==> src/pkg/qdc_pkg.sv <==
// Package for the quad DAC channel control block.
// Assumes a single 100 MHz core clock domain; pins are synchronised in the top.
package qdc_pkg;
  localparam int CLK_PERIOD_PS = 10000;
  localparam int PD_EXIT_NS_X10 = 45;
  localparam int PD_EXIT_CYCLES = (PD_EXIT_NS_X10 * 100 * 1000 + CLK_PERIOD_PS - 1)
                                  / CLK_PERIOD_PS;
  localparam logic [1:0] POR_LAST = 2'h2;
  localparam logic [1:0] POR_DONE = 2'h3;
  localparam int NCH = 4;
  localparam int DW = 16;
  localparam int FRAME_BITS = 24;
  localparam logic [4:0] ADDR_HI = 5'h03;
  localparam logic [3:0] CMD_NOP = 4'h0;
  localparam logic [3:0] CMD_WR_IN = 4'h1;
  localparam logic [3:0] CMD_UPD = 4'h2;
  localparam logic [3:0] CMD_WR_UPD = 4'h3;
  localparam logic [3:0] CMD_PWR = 4'h4;
  localparam logic [3:0] CMD_MASK = 4'h5;
  localparam logic [3:0] CMD_SWRST = 4'h6;
  localparam logic [3:0] CMD_REF = 4'h7;
  localparam logic [DW-1:0] ZERO_CODE = 16'h0000;
  localparam logic [DW-1:0] MID_CODE = 16'h8000;
  localparam logic [1:0] PD_NORMAL = 2'h0;
  typedef enum logic [1:0] {QDC_TERM_DRIVE, QDC_TERM_1K, QDC_TERM_100K, QDC_TERM_OPEN}
    qdc_term_t;
  typedef struct packed {
    logic [3:0] cmd;
    logic [3:0] sel;
    logic [DW-1:0] data;
  } qdc_frame_t;
endpackage : qdc_pkg

==> src/hw/qdc_fifo.sv <==
// Small valid/ready FIFO holding decoded command frames.
// Same clock as its producer and consumer.
`timescale 1ns/1ps
module qdc_fifo #(
  parameter int W = 24,
  parameter int D = 8
) (
  input  wire logic         clk,
  input  wire logic         rst,
  input  wire logic         ce,
  input  wire logic         in_valid,
  output logic              in_ready,
  input  wire logic [W-1:0] in_data,
  output logic              out_valid,
  input  wire logic         out_ready,
  output logic      [W-1:0] out_data
);
  localparam int AW = $clog2(D);
  logic [W-1:0] mem [D];
  logic [AW:0] wp;
  logic [AW:0] rp;
  logic full;
  logic empty;
  assign empty = (wp == rp);
  assign full = (wp[AW-1:0] == rp[AW-1:0]) && (wp[AW] != rp[AW]);
  assign in_ready = !full;
  assign out_valid = !empty;
  assign out_data = mem[rp[AW-1:0]];
  always_ff @(posedge clk) begin
    if (ce && in_valid && !full) begin
      mem[wp[AW-1:0]] <= in_data;
    end
  end
  always_ff @(posedge clk or posedge rst) begin
    if (rst) begin
      wp <= '0;
      rp <= '0;
    end else if (ce) begin
      if (in_valid && !full) begin
        wp <= wp + 1'b1;
      end
      if (out_ready && !empty) begin
        rp <= rp + 1'b1;
      end
    end
  end
endmodule : qdc_fifo

==> src/hw/qdc_top.sv <==
// Quad DAC control: two-wire slave, command decode, double-buffered codes.
// Bus pins, strobe and hardware reset pin are asynchronous and synchronised here.
`timescale 1ns/1ps
// Functional notes
// - Repeated start with read address is acknowledged, then data is driven.
// - First two read bytes are selected input register, high byte first.
// - Further byte pairs come from following channels until NACK and stop.
// - After the last channel, readback wraps to the first channel.
// - Command 0100 sets power-down from low eight data bits, two per channel.
// - Code 00 is normal operation; other codes are power-down modes.
// - Power-down output ties to 1k, 100k to ground, or floats.
// - Power-down keeps DAC codes and still accepts DAC updates.
// - Leaving power-down waits 4.5 us before the output is valid.
// - Input and DAC register per channel; writes may select any channels.
// - Strobe low during command 0001 updates input and DAC on 24th bit.
// - Strobe high: DAC updates on a later falling strobe edge.
// - Command 0101 loads four mask bits from DB3..DB0, ignoring channel bits.
// - Mask resets to zero; a set bit ignores the strobe for that channel.
// - Strobe tied low makes the mask irrelevant.
// - Hardware reset clears codes to zero or midscale per level select.
// - While hardware reset is low, no output updates are accepted; bus writes are queued here and applied once it rises.
// - Command 0110 returns DAC to its power-on code.
// - Strobe activity is ignored during power-on reset.
// - Power-up code is zero scale when select low, midscale when high.
// - Reference on after power-up; command 0111 DB0 set turns it off.
// - Frame is 24 bits: command, channel select, data word.
// - Command 0010 copies selected input registers into DAC registers.
// - Command 0011 writes selected DAC registers directly, ignoring the strobe.
// - Bus address is 00011 followed by two strap pins.
module qdc_top
  import qdc_pkg::*;
#(
  parameter int FIFO_DEPTH = 8,
  parameter int PD_EXIT = PD_EXIT_CYCLES
) (
  // Clock, reset, enable
  input  wire logic              I_CORE_CLK,
  input  wire logic              I_SYS_RST,
  input  wire logic              I_CE,
  // Two-wire bus
  input  wire logic              I_SCL,
  input  wire logic              I_SDA,
  output logic                   O_SDA,
  output logic                   O_SDA_OE_N,
  // Device pins
  input  wire logic [1:0]        I_ADDR_STRAP,
  input  wire logic              I_LOAD_STROBE_N,
  input  wire logic              I_HW_RESET_N,
  input  wire logic              I_RESET_LEVEL_SELECT,
  // Channel state
  output logic [NCH*DW-1:0]      O_CHANNEL_OUTPUT,
  output logic [NCH*2-1:0]       O_TERMINATION,
  output logic [NCH-1:0]         O_CHANNEL_VALID,
  output logic                   O_REF_ON
);
  // Two-flop synchronisers for every bus and device pin
  logic [6:0] s1;
  logic [6:0] s2;
  logic [6:0] s3;
  always_ff @(posedge I_CORE_CLK or posedge I_SYS_RST) begin
    if (I_SYS_RST) begin
      s1 <= 7'h7F;
      s2 <= 7'h7F;
      s3 <= 7'h7F;
    end else if (I_CE) begin
      s1 <= {I_ADDR_STRAP, I_RESET_LEVEL_SELECT, I_HW_RESET_N, I_LOAD_STROBE_N, I_SDA,
             I_SCL};
      s2 <= s1;
      s3 <= s2;
    end
  end
  logic scl;
  logic sda;
  logic scl_q;
  logic sda_q;
  logic ld_n;
  logic ld_n_q;
  logic hw_rst_n;
  logic lvl_sel;
  logic [1:0] strap;
  assign scl = s2[0];
  assign sda = s2[1];
  assign ld_n = s2[2];
  assign hw_rst_n = s2[3];
  assign lvl_sel = s2[4];
  assign strap = s2[6:5];
  assign scl_q = s3[0];
  assign sda_q = s3[1];
  assign ld_n_q = s3[2];
  logic scl_rise;
  logic scl_fall;
  logic start_c;
  logic stop_c;
  assign scl_rise = scl && !scl_q;
  assign scl_fall = !scl && scl_q;
  assign start_c = scl && scl_q && sda_q && !sda;
  assign stop_c = scl && scl_q && !sda_q && sda;
  logic ld_fall;
  assign ld_fall = ld_n_q && !ld_n;

  // Power-on window: strobe ignored for a few cycles after reset release
  logic [1:0] por_cnt;
  logic por_busy;
  assign por_busy = (por_cnt != POR_DONE);
  always_ff @(posedge I_CORE_CLK or posedge I_SYS_RST) begin
    if (I_SYS_RST) begin
      por_cnt <= 2'h0;
    end else if (I_CE && por_busy) begin
      por_cnt <= por_cnt + 2'h1;
    end
  end

  // Bus slave state
  typedef enum logic [2:0] {ST_IDLE, ST_ADDR, ST_ACK_A, ST_WDATA, ST_ACK_W, ST_RDATA,
                            ST_ACK_R} qdc_state_t;
  qdc_state_t st;
  logic [3:0] bitn;
  logic [7:0] sh;
  logic [1:0] wbytes;
  logic [15:0] frame_hi;
  logic rd_mode;
  logic [1:0] rd_ptr;
  logic rd_lo;
  logic sda_drv;
  logic match;
  logic [DW-1:0] in_reg [NCH];
  logic fifo_valid;
  logic fifo_ready;
  qdc_frame_t fifo_in;
  qdc_frame_t fifo_out;
  logic push;
  logic pop;

  assign match = (sh[7:1] == {ADDR_HI, strap});

  function automatic logic [7:0] rd_byte(input logic [DW-1:0] v, input logic lo);
    rd_byte = lo ? v[7:0] : v[15:8];
  endfunction : rd_byte

  always_ff @(posedge I_CORE_CLK or posedge I_SYS_RST) begin
    if (I_SYS_RST) begin
      st <= ST_IDLE;
      bitn <= 4'h0;
      sh <= 8'h00;
      wbytes <= 2'h0;
      frame_hi <= 16'h0000;
      rd_mode <= 1'b0;
      rd_ptr <= 2'h0;
      rd_lo <= 1'b0;
      sda_drv <= 1'b0;
      push <= 1'b0;
      fifo_in <= '0;
    end else if (I_CE) begin
      push <= 1'b0;
      if (start_c) begin
        st <= ST_ADDR;
        bitn <= 4'h0;
        sda_drv <= 1'b0;
      end else if (stop_c) begin
        st <= ST_IDLE;
        sda_drv <= 1'b0;
      end else begin
        case (st)
          ST_ADDR: begin
            if (scl_rise) begin
              sh <= {sh[6:0], sda};
              bitn <= bitn + 4'h1;
            end
            if (scl_fall && bitn == 4'h8) begin
              if (match) begin
                st <= ST_ACK_A;
                sda_drv <= 1'b1;
                rd_mode <= sh[0];
                wbytes <= 2'h0;
              end else begin
                st <= ST_IDLE;
              end
            end
          end
          ST_ACK_A: begin
            if (scl_fall) begin
              bitn <= 4'h0;
              if (rd_mode) begin
                st <= ST_RDATA;
                rd_lo <= 1'b0;
                sh <= rd_byte(in_reg[rd_ptr], 1'b0);
                sda_drv <= !in_reg[rd_ptr][15];
              end else begin
                st <= ST_WDATA;
                sda_drv <= 1'b0;
              end
            end
          end
          ST_WDATA: begin
            if (scl_rise) begin
              sh <= {sh[6:0], sda};
              bitn <= bitn + 4'h1;
            end
            if (scl_fall && bitn == 4'h8) begin
              st <= ST_ACK_W;
              // Third byte is refused when the queue is full; that frame is lost
              sda_drv <= fifo_ready || wbytes != 2'h2;
              if (wbytes == 2'h0) begin
                frame_hi[15:8] <= sh;
                // Lowest set select bit picks the first channel read back
                rd_ptr <= sh[0] ? 2'h0 : sh[1] ? 2'h1 :
                          sh[2] ? 2'h2 : sh[3] ? 2'h3 : 2'h0;
              end else if (wbytes == 2'h1) begin
                frame_hi[7:0] <= sh;
              end else begin
                fifo_in <= {frame_hi, sh};
                push <= 1'b1;
              end
              wbytes <= (wbytes == 2'h2) ? 2'h0 : wbytes + 2'h1;
            end
          end
          ST_ACK_W: begin
            if (scl_fall) begin
              st <= ST_WDATA;
              bitn <= 4'h0;
              sda_drv <= 1'b0;
            end
          end
          ST_RDATA: begin
            if (scl_fall) begin
              bitn <= bitn + 4'h1;
              if (bitn == 4'h7) begin
                st <= ST_ACK_R;
                sda_drv <= 1'b0;
              end else begin
                sh <= {sh[6:0], 1'b1};
                sda_drv <= !sh[6];
              end
            end
          end
          ST_ACK_R: begin
            if (scl_rise && sda) begin
              st <= ST_IDLE;
            end else if (scl_fall) begin
              st <= ST_RDATA;
              bitn <= 4'h0;
              if (rd_lo) begin
                rd_ptr <= rd_ptr + 2'h1;
                sh <= rd_byte(in_reg[rd_ptr + 2'h1], 1'b0);
                sda_drv <= !in_reg[rd_ptr + 2'h1][15];
              end else begin
                sh <= rd_byte(in_reg[rd_ptr], 1'b1);
                sda_drv <= !in_reg[rd_ptr][7];
              end
              rd_lo <= !rd_lo;
            end
          end
          default: begin
            st <= ST_IDLE;
          end
        endcase
      end
    end
  end
  assign O_SDA = 1'b0;
  assign O_SDA_OE_N = !sda_drv;

  // Queued frames wait out hardware and power-on reset and run once both lift; system reset empties the queue
  assign pop = hw_rst_n && !por_busy;

  qdc_fifo #(
    .W(FRAME_BITS),
    .D(FIFO_DEPTH)
  ) u_fifo (
    .clk       (I_CORE_CLK),
    .rst       (I_SYS_RST),
    .ce        (I_CE),
    .in_valid  (push),
    .in_ready  (fifo_ready),
    .in_data   (fifo_in),
    .out_valid (fifo_valid),
    .out_ready (pop),
    .out_data  (fifo_out)
  );

  // Command execution and channel registers
  logic [DW-1:0] dac_reg [NCH];
  logic [7:0] power_down_select;
  logic [3:0] load_strobe_mask;
  logic reference_setup;
  logic [DW-1:0] rst_code;
  logic exec;
  assign rst_code = lvl_sel ? MID_CODE : ZERO_CODE;
  assign exec = fifo_valid && pop;

  always_ff @(posedge I_CORE_CLK or posedge I_SYS_RST) begin
    if (I_SYS_RST) begin
      power_down_select <= 8'h00;
      load_strobe_mask <= 4'h0;
      reference_setup <= 1'b0;
      for (int c = 0; c < NCH; c++) begin
        in_reg[c] <= ZERO_CODE;
        dac_reg[c] <= ZERO_CODE;
      end
    end else if (I_CE) begin
      if (por_busy || !hw_rst_n || (exec && fifo_out.cmd == CMD_SWRST)) begin
        // Level pin is trusted only once synchronised, so no midscale blip
        if (!por_busy || por_cnt == POR_LAST) begin
          for (int c = 0; c < NCH; c++) begin
            in_reg[c] <= rst_code;
            dac_reg[c] <= rst_code;
          end
        end
      end else begin
        if (exec) begin
          case (fifo_out.cmd)
            CMD_PWR: power_down_select <= fifo_out.data[7:0];
            CMD_MASK: load_strobe_mask <= fifo_out.data[3:0];
            CMD_REF: reference_setup <= fifo_out.data[0];
            default: ;
          endcase
        end
        for (int c = 0; c < NCH; c++) begin
          if (exec && fifo_out.sel[c]) begin
            if (fifo_out.cmd == CMD_WR_IN || fifo_out.cmd == CMD_WR_UPD) begin
              in_reg[c] <= fifo_out.data;
            end
            if (fifo_out.cmd == CMD_WR_IN && !ld_n) begin
              dac_reg[c] <= fifo_out.data;
            end else if (fifo_out.cmd == CMD_WR_UPD) begin
              dac_reg[c] <= fifo_out.data;
            end else if (fifo_out.cmd == CMD_UPD) begin
              dac_reg[c] <= in_reg[c];
            end
          end else if (ld_fall && !load_strobe_mask[c]) begin
            dac_reg[c] <= in_reg[c];
          end
        end
      end
    end
  end

  // Power-down termination table and exit timer
  function automatic qdc_term_t term_map(input logic [1:0] code);
    case (code)
      2'h1: term_map = QDC_TERM_1K;
      2'h2: term_map = QDC_TERM_100K;
      2'h3: term_map = QDC_TERM_OPEN;
      default: term_map = QDC_TERM_DRIVE;
    endcase
  endfunction : term_map

  logic [15:0] exit_cnt [NCH];
  always_ff @(posedge I_CORE_CLK or posedge I_SYS_RST) begin
    if (I_SYS_RST) begin
      O_TERMINATION <= '0;
      O_CHANNEL_VALID <= '0;
      O_REF_ON <= 1'b1;
      O_CHANNEL_OUTPUT <= '0;
      for (int c = 0; c < NCH; c++) begin
        exit_cnt[c] <= 16'h0000;
      end
    end else if (I_CE) begin
      O_REF_ON <= !reference_setup;
      for (int c = 0; c < NCH; c++) begin
        O_CHANNEL_OUTPUT[c*DW +: DW] <= dac_reg[c];
        O_TERMINATION[c*2 +: 2] <= term_map(power_down_select[c*2 +: 2]);
        if (power_down_select[c*2 +: 2] != PD_NORMAL) begin
          exit_cnt[c] <= 16'h0000;
          O_CHANNEL_VALID[c] <= 1'b0;
        end else if (exit_cnt[c] < 16'(PD_EXIT)) begin
          exit_cnt[c] <= exit_cnt[c] + 16'h0001;
          O_CHANNEL_VALID[c] <= 1'b0;
        end else begin
          O_CHANNEL_VALID[c] <= 1'b1;
        end
      end
    end
  end
endmodule : qdc_top

==> config.mk <==
export PLATFORM = sky130hd
export DESIGN_NAME = qdc_top
export DESIGN_NICKNAME = d
export VERILOG_FILES = /design/src/pkg/qdc_pkg.sv /design/src/hw/qdc_fifo.sv /design/src/hw/qdc_top.sv
export SDC_FILE = /design/constraint.sdc
export NUM_CORES = 1
export LEC_CHECK = 0
export BUFFER_PORTS_ARGS = -buffer_cell sky130_fd_sc_hd__buf_2
export CORE_MARGIN = 3
export CORE_UTILIZATION = 30
export CTS_CLUSTER_SIZE = 28
export DETAILED_ROUTE_END_ITERATION = 8
export HOLD_SLACK_MARGIN = 0.06
export PLACE_DENSITY_LB_ADDON = 0.05
export SETUP_SLACK_MARGIN = 0.3
export SLEW_MARGIN = 20
export SYNTH_ARGS = -nofsm -noshare
export SYNTH_HDL_FRONTEND = slang
export SYNTH_SLANG_ARGS = --single-unit
export TNS_END_PERCENT = 50
==> constraint.sdc <==
create_clock -name I_CORE_CLK -period 12.73 [get_ports I_CORE_CLK]
set_input_delay 1.273 -clock I_CORE_CLK [delete_from_list [all_inputs] [get_ports I_CORE_CLK]]
set_output_delay 1.273 -clock I_CORE_CLK [all_outputs]
set_load 0.02 [all_outputs]
==> impl_metrics.ini <==
[cells_and_area]
finalNonFillerCells = 2967
layout_common_cells = dfrtp_1, mux2_2, edfxtp_1
drive_gt1_frac = 0.334
multi_input_area_sq_mm = 0.00929
largest_reg_flops = 192
final_common_cell = dfrtp_1
seqCellArea_sq_mm = 0.0151
layout.nets = 1863
area_growth_pct = 15.8
fillers = 7984

[flow_run]
drv_cap = 0

[timing]
drv_slew = 0
fmax_mhz = 208
period_minus_slack_ps = 4800
hold_viol = 0
post-route-period-util = 0.377
maxSlewHeadroom = 0.258
finalSetupViolCount = 0
setup_tns_ps = 0
worstMarginPinSlew_ps = 1110
grt_setup_unrepaired = false
fin_skew_ps = 18.3

[route]
ant_nets = 0
vias_per_cell = 5.06
drc = 0
dr_total_vias = 15000
first_iter_violations = 794
routedWlPerCell_um = 23.7
first_pass_iters = 5
drt_wl_total_mm = 70.3

[yosys]
async_flop_share = 0.660
avgSynthCellArea_sq_um = 14.3
yosys.cell_types.count = 74
yosys.area.top_type_share = 0.355
synth_cells = 1744
yosysWarnings = 0
syn_nets = 1764
syn-cell-area_sq_mm = 0.0250
yosysSeqAreaShare = 0.605
synth_edf_count = 192
yosysTopAreaCell = dfrtp_1
synth_ff_type = dfrtp_1
ys_seq_elements = 564
yosys-top-cells-area = dfrtp_1, edfxtp_1, mux2_2, mux4_2, mux2_4

[clock_network]
holdBufCountCts = 0
path_clk_slew_ps = 60
cts_root_buf = clkbuf_16
clkLatencyLatePin_ps = 620
h-tree-depth = 3
clock-sinks = 564
cts_buffer_depth = 3
tritoncts = done
postCtsSetupBuffers = 0
cts_made_buffers = 70
ctsResizeCount = 0

[grt]
grt_usage = 0.164
grt_pass1_wl_mm = 107
grt_start_max_net_pins = 148
grt_pass1_vias = 15800
overflow = 0
antenna_found_initial = 4

[floorplan]
die_y_um = 294
num_rows = 105
core_sq_mm = 0.0822
io_pins = 89
start_util = 0.304
die_area_sq_mm = 0.0867
die_x_um = 294

[power_and_ir_drop]
p_leak_uw = 0.0121
vdd_drop_max_mv = 0.106
power.density_mw_per_mm2 = 179

[worst_setup_path]
rr_worst_depth = 8
worstPathMaxFanout = 69
cp-start-kind = flip-flop
endpoint_kind = flip-flop
worstPathArrival_ps = 5300
critPathRequiredTime_ps = 13230
critPathKind = flip-flop to flip-flop

[placement]
portBuffers = 87
place.gp.congestion = 0.740
dp_cells = 2841
dp_hpwl_mm = 43.4

[outcome]
outcome = finished, final reports clean

[hold_path]
min_path_cells = 1
hold_class = flip-flop to flip-flop
-- cells by family after synthesis --
logic type | after synthesis | synth area share
compound gates | 291 | 0.0775
xor+xnor | 43 | 0.0151
fa+ha+maj | 10 | 0.00501
buf+inv | 130 | 0.0258
flops | 564 | 0.605
mux | 373 | 0.205
other cells | 1 | 0.000150
simple gates | 332 | 0.0670
-- power breakdown --
group | switching, uW | leakage [uW] | internal (uW)
clock network | 781 | 0.00112 | 1200
logic | 544 | 0.00392 | 407
registers | 223 | 0.00710 | 2040
total | 1550 | 0.0121 | 3640
-- worst max-delay path: stages (launching register included) --
cell and delay, ps:
dfrtp_4 640, buf_4 660, mux4_2 580, mux2_2 360
a2111oi_4 290, buf_4 690, and2_1 850, a211oi_1 200
mux2_4 300
-- area by class of cell --
cell class,count,area share
sequential,564,0.523
multi-input combinational,1050,0.321
clock buffer,103,0.0709
tap,1070,0.0463
timing repair buffer,132,0.0273
clock inverter,22,0.00792
inverter,25,0.00351
antenna,1,0.0000866
-- final timing paths --
check                                               start                               end  slack [ps]
setup / recovery                 u_fifo.rp[0]$_DFFE_PP0P_           dac_reg[52]$_DFFE_PP0P_        7930
hold / removal             O_CHANNEL_VALID[2]$_DFFE_PP0P_    O_CHANNEL_VALID[2]$_DFFE_PP0P_         480
setup reg to reg                 u_fifo.rp[0]$_DFFE_PP0P_           dac_reg[52]$_DFFE_PP0P_        7930
hold reg to reg            O_CHANNEL_VALID[2]$_DFFE_PP0P_    O_CHANNEL_VALID[2]$_DFFE_PP0P_         480
max in group asynchronous                       I_SYS_RST  O_CHANNEL_OUTPUT[21]$_DFFE_PP0P_        9790
min in group asynchronous                       I_SYS_RST    O_CHANNEL_VALID[2]$_DFFE_PP0P_         800
-- through the flow --
stage / power [uW] / cell area (sq um) / setup WS, ps / utilization / hold WS [ps]
final: 5190 / 28900 / 7930 / 0.351 / 476
after global placement: 3260 / 26600 / 7920 / 0.324 / 462
after detailed placement: 3260 / 26600 / 7910 / 0.324 / 468
after global routing: 5460 / 28900 / 7560 / 0.351 / 491
after CTS: 5290 / 28900 / 7880 / 0.351 / 483
after floorplan: 2920 / 25000 / 1160 / - / 387
-- cell usage after synthesis, drive strengths merged, types with 4 or more instances --
library cell and number:
a2111oi 7, a211oi 68, a21boi 4, a21o 4, a21oi 101, a2bb2oi 4, a31oi 19, and2 6
and3 14, and4 6, and4b 4, buf 48, clkbuf 57, dfrtp 354, dfstp 18, edfxtp 192
ha 10, inv 25, mux2 271, mux2i 32, mux4 70, nand2 56, nand2b 10, nand3 25
nand4 14, nor2 127, nor2b 7, nor3 14, nor3b 9, nor4 17, o211ai 6, o21a 9
o21ai 34, o22ai 7, o31ai 4, o32ai 4, or3 4, or4 7, xnor2 21, xor2 22
-- per-layer routing --
layer	wire (um)	GRT usage	vias up
li1	-	-	6813
met1	33100	0.230	7852
met2	32700	0.262	261
met3	2990	0.0325	99
met4	1510	0.0424	2
met5	13	0	-
(Power assumes the default switching activity.)
